File: config.mk
export PLATFORM = sky130hd
export DESIGN_NAME = ebpio_port
export DESIGN_NICKNAME = d
export VERILOG_FILES = /design/src/logic/ebpio_sync.v /design/src/logic/ebpio_pin_cell.v /design/src/logic/ebpio_port.v
export VERILOG_INCLUDE_DIRS = /design/src /design/src/logic
export SDC_FILE = /design/constraint.sdc
export NUM_CORES = 1
export LEC_CHECK = 0
export BUFFER_PORTS_ARGS = -buffer_cell sky130_fd_sc_hd__buf_2
export CAP_MARGIN = 30
export CORE_ASPECT_RATIO = 0.5
export CORE_MARGIN = 5
export CORE_UTILIZATION = 50
export DETAILED_ROUTE_END_ITERATION = 7
export MAX_ROUTING_LAYER = met4
export PLACE_DENSITY = 0.77
export SETUP_SLACK_MARGIN = 0.5
export SLEW_MARGIN = 20
export SYNTH_ARGS = -nofsm -noshare
export SYNTH_HDL_FRONTEND = slang
export SYNTH_SLANG_ARGS = --single-unit
File: constraint.sdc
create_clock -name clk_i -period 4.8 [get_ports clk_i]
set_clock_uncertainty 0.15 [all_clocks]
set_input_delay 0.48 -clock clk_i [delete_from_list [all_inputs] [get_ports clk_i]]
set_output_delay 0.48 -clock clk_i [all_outputs]
set_load 0.01 [all_outputs]
File: src/logic/ebpio_defines.vh
// Register indices, field layout, reset values and drive codes for the 8-bit port
`ifndef EBPIO_DEFINES_VH
`define EBPIO_DEFINES_VH

// Register indices; the byte address on the bus is four times the index
`define EBPIO_IDX_PIN_LEVEL 16'hF238
`define EBPIO_IDX_PIN_DIRECTION 16'hF239
`define EBPIO_IDX_DRIVE_CTRL_LOW 16'hF23A
`define EBPIO_IDX_DRIVE_CTRL_HIGH 16'hF23B
`define EBPIO_IDX_FUNC_SEL_LOW 16'hF23C
`define EBPIO_IDX_FUNC_SEL_HIGH 16'hF23D

// Bus geometry
`define EBPIO_ADR_W 18
`define EBPIO_IDX_LSB 2
`define EBPIO_IDX_MSB 17

// Reset values
`define EBPIO_RST_PIN_LEVEL 8'h00
`define EBPIO_RST_PIN_DIRECTION 8'h00
`define EBPIO_RST_DRIVE_CTRL 8'h00
`define EBPIO_RST_FUNC_SEL 8'h00

// Direction bit encoding
`define EBPIO_DIR_OUTPUT 1'h0
`define EBPIO_DIR_INPUT 1'h1

// Drive code {ctrl_high bit, ctrl_low bit}
`define EBPIO_CODE_HIZ 2'h0
`define EBPIO_CODE_PCH_OD 2'h1
`define EBPIO_CODE_NCH_OD 2'h2
`define EBPIO_CODE_CMOS 2'h3

`endif

File: src/logic/ebpio_sync.v
// Two-flop synchroniser for the sensed pin levels
`timescale 1ns/1ps

module ebpio_sync #(
  parameter WIDTH = 8
) (
  // Clock and reset
  input wire clk_i,
  input wire rst_i,
  // Asynchronous levels in, synchronised levels out
  input wire [WIDTH-1:0] async_i,
  output wire [WIDTH-1:0] sync_o
);

  reg [WIDTH-1:0] stage1_reg;
  reg [WIDTH-1:0] stage2_reg;

  // First stage feeds only the second stage
  always @(posedge clk_i) begin
    if (rst_i) begin
      stage1_reg <= {WIDTH{1'b0}};
      stage2_reg <= {WIDTH{1'b0}};
    end else begin
      stage1_reg <= async_i;
      stage2_reg <= stage1_reg;
    end
  end

  assign sync_o = stage2_reg;

endmodule // ebpio_sync

File: src/logic/ebpio_pin_cell.v
// One pin's pad driver: direction plus drive code into output, enable and pulls
`timescale 1ns/1ps
`include "ebpio_defines.vh"

module ebpio_pin_cell (
  // Clock and reset
  input wire clk_i,
  input wire rst_i,
  // Configuration of this pin
  input wire level_i,
  input wire dir_i,
  input wire ctrl_low_i,
  input wire ctrl_high_i,
  // Pad controls
  output reg pad_out_o,
  output reg pad_oe_o,
  output reg pull_up_o,
  output reg pull_down_o
);

  reg out_next;
  reg oe_next;
  reg pu_next;
  reg pd_next;
  wire [1:0] code;

  assign code = {ctrl_high_i, ctrl_low_i};

  // Decode mode and code; open drain drives only one level, else floats
  always @* begin
    out_next = 1'b0;
    oe_next = 1'b0;
    pu_next = 1'b0;
    pd_next = 1'b0;
    if (dir_i == `EBPIO_DIR_OUTPUT) begin
      case (code)
        `EBPIO_CODE_PCH_OD: begin
          out_next = 1'b1;
          oe_next = level_i;
        end
        `EBPIO_CODE_NCH_OD: begin
          out_next = 1'b0;
          oe_next = ~level_i;
        end
        `EBPIO_CODE_CMOS: begin
          out_next = level_i;
          oe_next = 1'b1;
        end
        default: begin
          out_next = 1'b0;
          oe_next = 1'b0;
        end
      endcase
    end else begin
      // Input mode: pad released, only pulls may act
      case (code)
        `EBPIO_CODE_PCH_OD: pd_next = 1'b1;
        `EBPIO_CODE_NCH_OD: pu_next = 1'b1;
        default: begin
          pu_next = 1'b0;
          pd_next = 1'b0;
        end
      endcase
    end
  end

  // Registered pad controls keep glitches off the pins
  always @(posedge clk_i) begin
    if (rst_i) begin
      pad_out_o <= 1'b0;
      pad_oe_o <= 1'b0;
      pull_up_o <= 1'b0;
      pull_down_o <= 1'b0;
    end else begin
      pad_out_o <= out_next;
      pad_oe_o <= oe_next;
      pull_up_o <= pu_next;
      pull_down_o <= pd_next;
    end
  end

endmodule // ebpio_pin_cell

File: src/logic/ebpio_port.v
// Top of the 8-bit port: Wishbone register file, pin sensing and pad drivers
//
// Decided for this implementation: the Wishbone register port.
`timescale 1ns/1ps
`include "ebpio_defines.vh"

// What this block does
// - An 8-bit read/write pin-level register at index F238 resets to 00, bit n for pin n.
// - An 8-bit read/write direction register at index F239 resets to 00, byte access only.
// - Drive-control bytes at F23A and F23B reset to zero and form one 16-bit word at F23A.
// - Function-select bytes at F23C and F23D reset to zero and form one 16-bit word at F23C.
// - A pin in output mode is driven with its stored pin-level bit by the CMOS code, at one level only by open drain, not at all by hi-Z.
// - Reading pin-level returns the written value for pins in output mode.
// - Reading pin-level returns the sensed pad level for pins in input mode.
// - A pin-level bit of 0 means low and 1 means high, both driven and sensed.
// - Direction bit 0 selects output and 1 input, so all pins start as outputs.
// - Pin code {high,low} picks hi-Z/P-OD/N-OD/CMOS out or hi-Z/pull-down/pull-up/hi-Z in.
module ebpio_port (
  // Clock and reset
  input wire clk_i,
  input wire rst_i,
  // Wishbone classic slave
  input wire cyc_i,
  input wire stb_i,
  input wire we_i,
  input wire [`EBPIO_ADR_W-1:0] adr_i,
  input wire [3:0] sel_i,
  input wire [31:0] dat_i,
  output reg [31:0] dat_o,
  output reg ack_o,
  // Port pins
  input wire [7:0] pad_in_i,
  output wire [7:0] pad_out_o,
  output wire [7:0] pad_oe_o,
  output wire [7:0] pull_up_o,
  output wire [7:0] pull_down_o,
  // Toward the peripheral function mux
  output reg [7:0] func_sel_low_o,
  output reg [7:0] func_sel_high_o
);

  // Register storage
  reg [7:0] pin_level_reg;
  reg [7:0] pin_direction_reg;
  reg [7:0] pin_drive_ctrl_low_reg;
  reg [7:0] pin_drive_ctrl_high_reg;
  reg [7:0] pin_function_sel_low_reg;
  reg [7:0] pin_function_sel_high_reg;

  // Next values
  reg [7:0] pin_level_next;
  reg [7:0] pin_direction_next;
  reg [7:0] pin_drive_ctrl_low_next;
  reg [7:0] pin_drive_ctrl_high_next;
  reg [7:0] pin_function_sel_low_next;
  reg [7:0] pin_function_sel_high_next;
  reg [31:0] dat_next;

  // Bus decode
  wire [15:0] idx;
  wire req;
  wire wr_cycle;
  wire hit_level;
  wire hit_dir;
  wire hit_ctrl_lo;
  wire hit_ctrl_hi;
  wire hit_func_lo;
  wire hit_func_hi;

  // Byte write enables for the two single registers
  wire wr_level;
  wire wr_dir;

  // Byte write enables for the word pairs, per lane
  wire wr_ctrl_lo_b0;
  wire wr_ctrl_lo_b1;
  wire wr_ctrl_hi_b0;
  wire wr_func_lo_b0;
  wire wr_func_lo_b1;
  wire wr_func_hi_b0;

  // Sensed pins and the value seen when reading pin-level
  wire [7:0] pad_sync;
  wire [7:0] pin_level_view;

  // Each register owns one 32-bit word; the byte address is four times the index
  assign idx = adr_i[`EBPIO_IDX_MSB:`EBPIO_IDX_LSB];

  // One access per request; the ack cycle itself is not a new request
  assign req = cyc_i & stb_i & ~ack_o;
  assign wr_cycle = req & we_i;

  // Index compare, one per register
  assign hit_level = (idx == `EBPIO_IDX_PIN_LEVEL);
  assign hit_dir = (idx == `EBPIO_IDX_PIN_DIRECTION);
  assign hit_ctrl_lo = (idx == `EBPIO_IDX_DRIVE_CTRL_LOW);
  assign hit_ctrl_hi = (idx == `EBPIO_IDX_DRIVE_CTRL_HIGH);
  assign hit_func_lo = (idx == `EBPIO_IDX_FUNC_SEL_LOW);
  assign hit_func_hi = (idx == `EBPIO_IDX_FUNC_SEL_HIGH);

  // Lane 0 carries every byte access; lane 1 counts only at a word index
  assign wr_level = wr_cycle & hit_level & sel_i[0];
  assign wr_dir = wr_cycle & hit_dir & sel_i[0];
  assign wr_ctrl_lo_b0 = wr_cycle & hit_ctrl_lo & sel_i[0];
  assign wr_ctrl_lo_b1 = wr_cycle & hit_ctrl_lo & sel_i[1];
  assign wr_ctrl_hi_b0 = wr_cycle & hit_ctrl_hi & sel_i[0];
  assign wr_func_lo_b0 = wr_cycle & hit_func_lo & sel_i[0];
  assign wr_func_lo_b1 = wr_cycle & hit_func_lo & sel_i[1];
  assign wr_func_hi_b0 = wr_cycle & hit_func_hi & sel_i[0];

  // Pad levels come from outside the clock domain
  // Two flops cost input pins two cycles of read latency, traded for metastability margin
  ebpio_sync #(
    .WIDTH(8)
  ) u_pad_sync (
    .clk_i(clk_i),
    .rst_i(rst_i),
    .async_i(pad_in_i),
    .sync_o(pad_sync)
  );

  // Output pins read back the latch, input pins the pad
  assign pin_level_view = (~pin_direction_reg & pin_level_reg)
                        | (pin_direction_reg & pad_sync);

  // Write decode; byte lanes pick which byte of a word pair is written
  always @* begin
    pin_level_next = pin_level_reg;
    pin_direction_next = pin_direction_reg;
    pin_drive_ctrl_low_next = pin_drive_ctrl_low_reg;
    pin_drive_ctrl_high_next = pin_drive_ctrl_high_reg;
    pin_function_sel_low_next = pin_function_sel_low_reg;
    pin_function_sel_high_next = pin_function_sel_high_reg;
    // Latch updates whatever the direction; it waits for output mode
    if (wr_level) begin
      pin_level_next = dat_i[7:0];
    end
    // Byte-only register: upper lanes are ignored
    if (wr_dir) begin
      pin_direction_next = dat_i[7:0];
    end
    // Word view at the lower index: lane 1 reaches the high byte
    if (wr_ctrl_lo_b0) begin
      pin_drive_ctrl_low_next = dat_i[7:0];
    end
    if (wr_ctrl_lo_b1) begin
      pin_drive_ctrl_high_next = dat_i[15:8];
    end
    if (wr_ctrl_hi_b0) begin
      pin_drive_ctrl_high_next = dat_i[7:0];
    end
    // Function-select pair follows the same lane pairing
    if (wr_func_lo_b0) begin
      pin_function_sel_low_next = dat_i[7:0];
    end
    if (wr_func_lo_b1) begin
      pin_function_sel_high_next = dat_i[15:8];
    end
    if (wr_func_hi_b0) begin
      pin_function_sel_high_next = dat_i[7:0];
    end
  end

  // Read mux; unmapped indices and unused bits read as zero
  always @* begin
    dat_next = 32'h00000000;
    case (idx)
      `EBPIO_IDX_PIN_LEVEL: begin
        dat_next = {24'h000000, pin_level_view};
      end
      `EBPIO_IDX_PIN_DIRECTION: begin
        dat_next = {24'h000000, pin_direction_reg};
      end
      `EBPIO_IDX_DRIVE_CTRL_LOW: begin
        dat_next = {16'h0000, pin_drive_ctrl_high_reg, pin_drive_ctrl_low_reg};
      end
      `EBPIO_IDX_DRIVE_CTRL_HIGH: begin
        dat_next = {24'h000000, pin_drive_ctrl_high_reg};
      end
      `EBPIO_IDX_FUNC_SEL_LOW: begin
        dat_next = {16'h0000, pin_function_sel_high_reg, pin_function_sel_low_reg};
      end
      `EBPIO_IDX_FUNC_SEL_HIGH: begin
        dat_next = {24'h000000, pin_function_sel_high_reg};
      end
      // Unmapped indices answer zero rather than an error
      default: begin
        dat_next = 32'h00000000;
      end
    endcase
  end

  // Pin-level latch; all pins come up as outputs in hi-Z drive
  always @(posedge clk_i) begin
    if (rst_i) begin
      pin_level_reg <= `EBPIO_RST_PIN_LEVEL;
    end else begin
      pin_level_reg <= pin_level_next;
    end
  end

  // Direction resets to all outputs so no pull acts before software asks
  always @(posedge clk_i) begin
    if (rst_i) begin
      pin_direction_reg <= `EBPIO_RST_PIN_DIRECTION;
    end else begin
      pin_direction_reg <= pin_direction_next;
    end
  end

  // Drive-control low byte, reached by byte or by word
  always @(posedge clk_i) begin
    if (rst_i) begin
      pin_drive_ctrl_low_reg <= `EBPIO_RST_DRIVE_CTRL;
    end else begin
      pin_drive_ctrl_low_reg <= pin_drive_ctrl_low_next;
    end
  end

  // Drive-control high byte, reached by its own index or word lane 1
  always @(posedge clk_i) begin
    if (rst_i) begin
      pin_drive_ctrl_high_reg <= `EBPIO_RST_DRIVE_CTRL;
    end else begin
      pin_drive_ctrl_high_reg <= pin_drive_ctrl_high_next;
    end
  end

  // Function-select low byte
  always @(posedge clk_i) begin
    if (rst_i) begin
      pin_function_sel_low_reg <= `EBPIO_RST_FUNC_SEL;
    end else begin
      pin_function_sel_low_reg <= pin_function_sel_low_next;
    end
  end

  // Function-select high byte
  always @(posedge clk_i) begin
    if (rst_i) begin
      pin_function_sel_high_reg <= `EBPIO_RST_FUNC_SEL;
    end else begin
      pin_function_sel_high_reg <= pin_function_sel_high_next;
    end
  end

  // Ack one cycle after the request; every index is acked so no master hangs
  always @(posedge clk_i) begin
    if (rst_i) begin
      ack_o <= 1'b0;
    end else begin
      ack_o <= req;
    end
  end

  // Read data held until the next read, so a late sampler still sees it
  always @(posedge clk_i) begin
    if (rst_i) begin
      dat_o <= 32'h00000000;
    end else if (req && !we_i) begin
      dat_o <= dat_next;
    end
  end

  // Function select passed on raw; the mux decides what the codes mean
  always @(posedge clk_i) begin
    if (rst_i) begin
      func_sel_low_o <= `EBPIO_RST_FUNC_SEL;
    end else begin
      func_sel_low_o <= pin_function_sel_low_reg;
    end
  end

  // High byte keeps the same one-cycle lag as the low byte
  always @(posedge clk_i) begin
    if (rst_i) begin
      func_sel_high_o <= `EBPIO_RST_FUNC_SEL;
    end else begin
      func_sel_high_o <= pin_function_sel_high_reg;
    end
  end

  // One pad driver per pin
  genvar n;
  generate
    for (n = 0; n < 8; n = n + 1) begin : g_pin
      ebpio_pin_cell u_cell (
        .clk_i(clk_i),
        .rst_i(rst_i),
        .level_i(pin_level_reg[n]),
        .dir_i(pin_direction_reg[n]),
        .ctrl_low_i(pin_drive_ctrl_low_reg[n]),
        .ctrl_high_i(pin_drive_ctrl_high_reg[n]),
        .pad_out_o(pad_out_o[n]),
        .pad_oe_o(pad_oe_o[n]),
        .pull_up_o(pull_up_o[n]),
        .pull_down_o(pull_down_o[n])
      );
    end
  endgenerate

endmodule // ebpio_port

Word-level counts from Yosys, hierarchy flattened
Index checks and enable logic that the tools add are counted.
Widths: inputs -> output; s select.
{ "totals": {"reg_bits": 145, "latchBits": 0, "ram_bits": 0, "rom_bits": 0, "input_bits": 67, "output_inout_bits": 81, "mem_count": 0} }
{ "op_classes": {"add_sub_neg": 0, "mul": 0, "div_mod_pow": 0, "n_lt_le_gt_ge": 0, "n_eq_ne": 30, "n_shift": 0, "muxes": 37, "bitwise_logic": 38, "n_reduce_logical": 20} }
{ "op_table": {"columns": ["cell", "n"], "rows": [
  ["$eq 16x16->1 const B", 6],
  ["$pmux 16 s6", 1],
  ["$eq 2x2->1 const B", 16],
  ["$mux 8", 4],
  ["$reduce_or 2->1", 16],
  ["$pmux 1 s3", 8],
  ["$and 1x1->1", 17],
  ["$not 1->1", 17],
  ["$and 8x8->8", 2],
  ["$eq 2x1->1 const B", 8],
  ["$mux 1", 16],
  ["$pmux 1 s2", 8],
  ["$not 8->8", 1],
  ["$or 8x8->8", 1],
  ["$reduce_bool 2->1", 2],
  ["$logic_and 1x1->1", 1],
  ["$logic_not 1->1", 1]
]} }

Longest topological paths before layout
Gate-level depths: netlist (run 1).
{ "logic_depth": {"word_depth": 7, "depth_mapped": 7} }

Modules after synthesis
Synthesis (run 1) repeated with hierarchy kept, for this count alone.
{ "unflattened": {"hier_cells": 484, "area_unflattened_um2": 5218.8} }
{ "modules_own_cells": {"columns": ["mod", "n_inst", "cells_per_inst", "area_each_um2", "seq_area_each_um2"], "rows": [
  ["ebpio_port", 1, 371, 3623.5, 1621.6],
  ["ebpio_pin_cell", 8, 10, 141.4, 80.1],
  ["ebpio_sync", 1, 33, 464.2, 320.3]
]} }

Worst setup path after synthesis (run 1)
No wires, ideal clock.
{ "synth_path": {"path_type": "input to register", "start": "in adr_i[10]", "end": "reg pin_direction_reg[7]", "setup_time_ps": 128, "arrival_time_ps": 2133, "setup_slack_ps": 2390, "cell_stages": 6, "cell_sequence": "or4b_4 nor4_4 and4_1 buf_2 mux2i_1 nor2_1"} }
{ "synth_via": {"elab_chain_len": 3} }
{ "synth_rtl": {"columns": ["element", "line_no", "source"], "rows": [
  ["start, declared", "ebpio_port.v:26", "input wire [`EBPIO_ADR_W-1:0] adr_i,"],
  ["$eq 16x16->1", null, null],
  ["$and 1x1->1 (2 in series)", "ebpio_port.v:103", "assign wr_dir = wr_cycle & hit_dir & sel_i[0];"],
  ["end signal, assigned", "ebpio_port.v:205", "pin_direction_reg <= `EBPIO_RST_PIN_DIRECTION;"],
  ["end signal, assigned", "ebpio_port.v:207", "pin_direction_reg <= pin_direction_next;"],
  ["end, declared", "ebpio_port.v:44", "reg [7:0] pin_direction_reg;"]
]} }
Every way passes these cells.
A chain may end at the register's enable or synchronous reset.

Final worst setup path (run 1)
{ "layout_path": {"start": "in adr_i[10]", "end": "reg pin_drive_ctrl_high_reg[3]"} }
{ "layout_via": {"elab_chain_len": 4} }
{ "layout_rtl": {"columns": ["element", "line_no", "source"], "rows": [
  ["$eq 16x16->1", null, null],
  ["$and 1x1->1, on equally long branches (2 in series)", "ebpio_port.v:106, ebpio_port.v:105", null],
  ["$mux 8 / $reduce_bool 2->1 (equally long branches)", null, null],
  ["end signal, assigned", "ebpio_port.v:223", "pin_drive_ctrl_high_reg <= `EBPIO_RST_DRIVE_CTRL;"],
  ["end signal, assigned", "ebpio_port.v:225", "pin_drive_ctrl_high_reg <= pin_drive_ctrl_high_next;"],
  ["end, declared", "ebpio_port.v:46", "reg [7:0] pin_drive_ctrl_high_reg;"]
]} }
Several ways; a longest one is shown, not always the timed one.

==> flow_summary.yaml, run 1 <==
synthesis:
  yosysWarnings: 0
  synth_top_area_cell: "dfxtp_1"
  synth_edf_count: 0
  synth_cells: 527
  syn_area_um2: 5310
  synth_area_leaders: "dfxtp_1 49%, mux2i_1 7.5%, buf_4 6.8%"
  synth_top_area_frac: 0.486
  postSynthAreaPerCell_um2: 10.1
  ys_seq_area_frac: 0.486
  ys_ff_latch: 129
  synth_top_flop_cell: "dfxtp_1"
  yosysUniqueCellTypes: 42
  ys_async_sr_fraction: 0
hold_path:
  whs_path_depth: 2
  min_path_type: "primary input to register"
pwr:
  internal_power_mw: 1.92
  ir_drop_mv: 0.259
  power.density_nw_per_um2: 394
  switching_power_uw: 526
  sw_frac_of_total: 0.215
  clkPwrFrac: 0.513
  p_seq_frac: 0.446
  pwr-share-comb: 0.041
  power_mw: 2.45
  static-leakage-power_nw: 2.61
placement:
  placed_area_um2: 5610
  dp_hpwl_um: 8600
  gp_congestion: 0.882
  io_buffers: 111
  dpl.cell_count: 714
finish:
  drive_above_1_share: 0.278
  area_growth_pct: 16.9
  final_area_um2: 6210
  top_register: "dat_o"
  largest_reg_flops: 16
  instances_no_fill: 748
  final_nets: 662
  diodes: 0
global_route:
  grt_max_degree: 93
  grt-ovfl-total: 0
  grt_pass1_vias: 3942
  grtUsageTotal: 0.208
  antenna_found_initial: 0
  grt_pass1_wl_um: 20700
sta:
  rsz0062_at_grt: "false"
  final.setup.tns_ns: 0
  finalSetupViolCount: 0
  fmax_mhz: 377
  post-route-period-util: 0.553
  worstMarginPinSlew_ns: 0.907
  layout_min_cycle_time_ns: 2.65
  hold_violations: 0
  slew_violations: 0
  relSlewSlack: 0.395
setup_path:
  path_class: "primary input to register"
  timing.rr.start: "ack_o"
  cp.required_ns: 4.90
  arrival_ns: 2.76
  r2r_cells: 5
  r2r-end: "pin_drive_ctrl_high_reg[3]"
  r2r_slack_ns: 2.57
  end_kind: "register"
  critPathLaunchType: "primary input"
  crit_end: "pin_drive_ctrl_high_reg[3]"
  crit_start: "adr_i[10]"
  critPathMaxFanout: 16
cts:
  postCtsSetupBuffers: 0
  clk_latency_ns: 0.42
  root_buffer: "clkbuf_16"
  htree_levels: 4
  cts_resized: 0
  clk_pin_slew_ns: 0.05
  cts_buffer_depth: 2
  ctsHoldBuffers: 0
  cts_tree: "yes"
  numClockSinks: 129
  cts_made_buffers: 17
run:
  max-cap-violations: 0
detailed_routing:
  dr.pass1.iters: 5
  drt-initial-drc-count: 392
  wl_per_cell_um: 17.7
  vias: 4124
  ant_nets: 0
  wl_um: 13200
  via_per_inst: 5.51
  drc: 0
die:
  die_area_um2: 12900
  ios: 148
  core_um2: 10300
  die_x_um: 156
  start_util: 0.517
  die_y_um: 82.9
  rows: 26
outcome:
  outcome: "completed"
==> layout by cell type, fill, tap and decap left out, types with 8 or more instances in the layout <==
master / n
a211oi_1: 23
a21oi_1: 16
a221oi_1: 11
buf_2: 110
clkbuf_16: 17
conb_1: 16
dfxtp_1: 129
mux2_2: 16
mux2i_1: 40
nand2_1: 8
nand2b_1: 9
nor2_1: 59
nor2b_1: 42
nor3_1: 19
nor4b_1: 8
nor4bb_1: 16
o21ai_0: 8
==> layer usage <==
layer  share of wire  global-route usage  vias up  wire (um)
met5               0                   -        -          0
met4           0.024              0.0905        0        316
met3           0.091              0.0691       34       1200
met2            0.46               0.310      188       6080
met1            0.43               0.258     1944       5620
li1                -                   -     1958          -
==> cell usage after synthesis, types with 2 or more instances <==
| library cell | count |
|---|---|
| dfxtp_1 | 129 |
| nor2_1 | 59 |
| buf_4 | 48 |
| nor2b_1 | 42 |
| mux2i_1 | 40 |
| a211oi_1 | 23 |
| clkbuf_1 | 23 |
| nor3_1 | 19 |
| a21oi_1 | 16 |
| mux2_2 | 16 |
| nor4bb_1 | 16 |
| a221oi_1 | 11 |
| nand2b_1 | 9 |
| nand2_1 | 8 |
| nor4b_1 | 8 |
| o21ai_0 | 8 |
| a222oi_1 | 5 |
| a22o_1 | 5 |
| buf_2 | 5 |
| and3_1 | 4 |
| and4_1 | 4 |
| nand4_1 | 4 |
| a22oi_1 | 3 |
| and2_1 | 2 |
| buf_1 | 2 |
| buf_6 | 2 |
==> worst min path at each step <==
| stage | startpoint | end | slack, ns |
|---|---|---|---|
| 2_1_floorplan | u_pad_sync.stage1_reg[0] | u_pad_sync.sync_o[0] | 0.26 |
| 3_3_place_gp | u_pad_sync.stage1_reg[4] | u_pad_sync.sync_o[4] | 0.27 |
| 3_5_place_dp | u_pad_sync.stage1_reg[7] | u_pad_sync.sync_o[7] | 0.27 |
| 4_1_cts | pad_in_i[1] | u_pad_sync.stage1_reg[1] | 0.11 |
| 5_1_grt | pad_in_i[7] | u_pad_sync.stage1_reg[7] | 0.12 |
| 6_report | pad_in_i[1] | u_pad_sync.stage1_reg[1] | 0.12 |
==> metrics by stage <==
stage,hold slack (ns),setup WS [ns],utilization
global route,0.116,1.95,0.604
global placement,0.273,1.76,0.546
floorplan,0.264,2.39,-
CTS,0.115,2.08,0.602
finish,0.120,2.15,0.604
detailed placement,0.271,1.62,0.546
==> kinds of logic after synthesis <==
kind of cell	Yosys count	synth area share
buffers and inverters	82	0.0961
other	1	0.000706
muxes	56	0.109
DFF	129	0.486
and+or+nand+nor	187	0.210
AOI/OAI and AO/OA	72	0.0976
==> worst max-delay path, cell delays in order <==
cell      delay (ns)
buf_2           0.09
or4b_4          0.56
nor4_4          0.49
nand4_1         0.72
nor2_1          0.33
a211oi_1        0.08
==> area by class of cell <==
class / instances / area (um^2)
inverters: 1 / 3.75
fillers: 899 / 4070
clock buffers: 22 / 474
flip-flops and latches: 129 / 2580
repair buffers: 115 / 588
well taps: 140 / 175
clock inverters: 10 / 109
multi-input cells: 331 / 2270
==> power groups by stage <==
stage | combinational [mW] | clock, mW | sequential [mW]
finish | 0.100 | 1.26 | 1.09
global route | 0.110 | 1.32 | 1.09
CTS | 0.0973 | 1.27 | 1.09
detailed placement | 0.0966 | 0 | 1.11
global placement | 0.0948 | 0 | 1.11
floorplan | 0.0607 | 0 | 1.11
Note: power is estimated with default switching activity, not from simulation.
==> run 2, diff against run 1 <==
CORE_UTILIZATION = 47   (was 50)
PLACE_DENSITY = 0.76   (was 0.77)
clock period = 2.15 ns   (was 4.8 ns; I/O delays follow)
==> run 2 against run 1 <==
Sequential cell count unchanged. Count of clock-buffer cells in the layout increased by 1. Highest routed layer unchanged. Routed wire length increased by 7.2%. Via count increased by 5.0%. Largest power group unchanged. Worst setup slack got worse by 1.9 ns.
==> flow_summary.yaml, run 2 (same netlist as run 1, synthesis figures left out) <==
pwr:
  pwr-share-comb: 0.050
  p_seq_frac: 0.442
  clkPwrFrac: 0.509
  static-leakage-power_nw: 2.90
  internal_power_mw: 4.30
  sw_frac_of_total: 0.220
  ir_drop_mv: 0.514
  power_mw: 5.51
  power.density_nw_per_um2: 800
  switching_power_mw: 1.21
setup_path:
  critical_path_buf_inv_count: 1
  critPathMaxFanout: 5
  critPathLaunchType: "primary input"
  end_kind: "register"
  cp.required_ns: 2.34
  crit_chain: "buf_6, or4b_4, or4_4, nor2_2, a222oi_1, a211oi_1"
  cpLargestDelayFamily: "simple AND/OR/NAND/NOR gates"
  path_class: "primary input to register"
  cp_slowest_cell: "or4_4"
  critPathMaxStageDelay_ns: 0.59
  arrival_ns: 2.10
  crit_start: "adr_i[10]"
  timing.rr.start: "ack_o"
run:
  max-cap-violations: 0
finish:
  final_nets: 717
  most-common-layout-cells: "129 x dfxtp_1, 109 x buf_2, 59 x nor2_1"
  diodes: 0
  final_area_um2: 6890
  drive_above_1_share: 0.348
  mostFrequentLayoutCell: "dfxtp_1"
  fin_util: 0.626
  largest_reg_flops: 16
  top_register: "dat_o"
  area_growth_pct: 29.8
die:
  die_x_um: 160
  core_um2: 11000
  die_area_um2: 13700
  rows: 27
  die_y_um: 85.2
  ios: 148
  start_util: 0.482
cts:
  clk_latency_ns: 0.42
  cts_made_buffers: 17
  numClockSinks: 129
  root_buffer: "clkbuf_16"
  cts_tree: "yes"
  cts_buffer_depth: 2
  htree_levels: 4
  clk_pin_slew_ns: 0.05
detailed_routing:
  drc: 0
  via_per_inst: 5.36
  drt-initial-drc-count: 387
  vias: 4332
  ant_nets: 0
  wl_per_cell_um: 17.5
  wl_met3_um: 1210
  dr.max_layer_used: "met4"
  dr.pass1.iters: 5
  routedLengthMet1_um: 5930
  wl_met2_um: 6720
  wl_um: 14200
sta:
  slew_violations: 0
  final.setup.tns_ns: 0
  finalSetupViolCount: 0
  whs_ns: 0.0113
  worstMarginPinSlew_ns: 0.567
  relSlewSlack: 0.621
  rsz0062_at_grt: "true"
  hold_violations: 0
  layout_min_cycle_time_ns: 1.92
  fmax_mhz: 522
  post-route-period-util: 0.892
hold_path:
  min_from: "dat_i[12]"
  min_path_type: "primary input to register"
placement:
  gp_congestion: 0.917
  io_buffers: 111
  dp_hpwl_um: 9520
  placed_area_um2: 5880
global_route:
  grt_pass1_wl_um: 21800
  grt-ovfl-total: 0
  grt_pass1_vias: 4203
  grtUsageTotal: 0.209
  antenna_found_initial: 0
  grt_max_degree: 39
outcome:
  outcome: "completed"
==> run 2: changes by cell type in the layout (fill, tap and decap cells not counted), sizes merged <==
cell and change:
bufinv -1, clkbuf +1, dlygate4sd3 +19, buf +36
==> run 2: power groups by stage <==
stage,clock [mW],sequential (mW),combinational (mW)
5_1_grt,2.95,2.44,0.296
3_5_place_dp,0,2.49,0.228
4_1_cts,2.82,2.43,0.263
6_report,2.80,2.43,0.274
3_3_place_gp,0,2.48,0.223
2_1_floorplan,0,2.49,0.137
==> run 2: timing repair <==
item                                    CTS  global route
resized for setup                        22            27
buffers inserted                          2             1
pin swaps                                19            13
endpoints found under the setup margin   63            64
hold buffers                             19             0
hold endpoints to repair                 55             0
cloned                                    1             0
==> run 2: area by class of cell <==
class                   instances  area, um^2
repair buffers                170        1140
multi-input cells             331        2400
fillers                       883        4120
inverters                       1        3.75
clock inverters                 9        78.8
clock buffers                  23         508
well taps                     145         181
flip-flops and latches        129        2580
==> run 2: worst reg2reg max path, cell delays in order, from the launching register on <==
cell and delay [ns]:
dfxtp_1 0.32, and3b_1 0.26, and3_2 0.30, and4_4 0.27, buf_6 0.14, mux2i_1 0.21
nor2_1 0.05
==> run 2: through the flow <==
stage	cells	setup WS [ns]
final	808	0.233
after global routing	808	0.167
after CTS	807	0.279
after detailed placement	753	-0.164
after floorplan	542	0.0797
after global placement	753	-0.0831
==> run 2: metal layers <==
metal,global-route usage,vias up
met2,0.322,211
met1,0.256,2012
met5,-,-
li1,-,2069
met4,0.0804,0
met3,0.0684,40
==> run 2: worst paths after layout <==
check | to | slack (ns) | cells past startpoint
worst max-delay path | dat_o[7] | 0.23 | 6
worst min-delay path | pin_drive_ctrl_high_reg[4] | 0.01 | 3
worst max register to register | pin_direction_reg[5] | 0.32 | 6
worst min register to register | u_pad_sync.sync_o[3] | 0.29 | 1
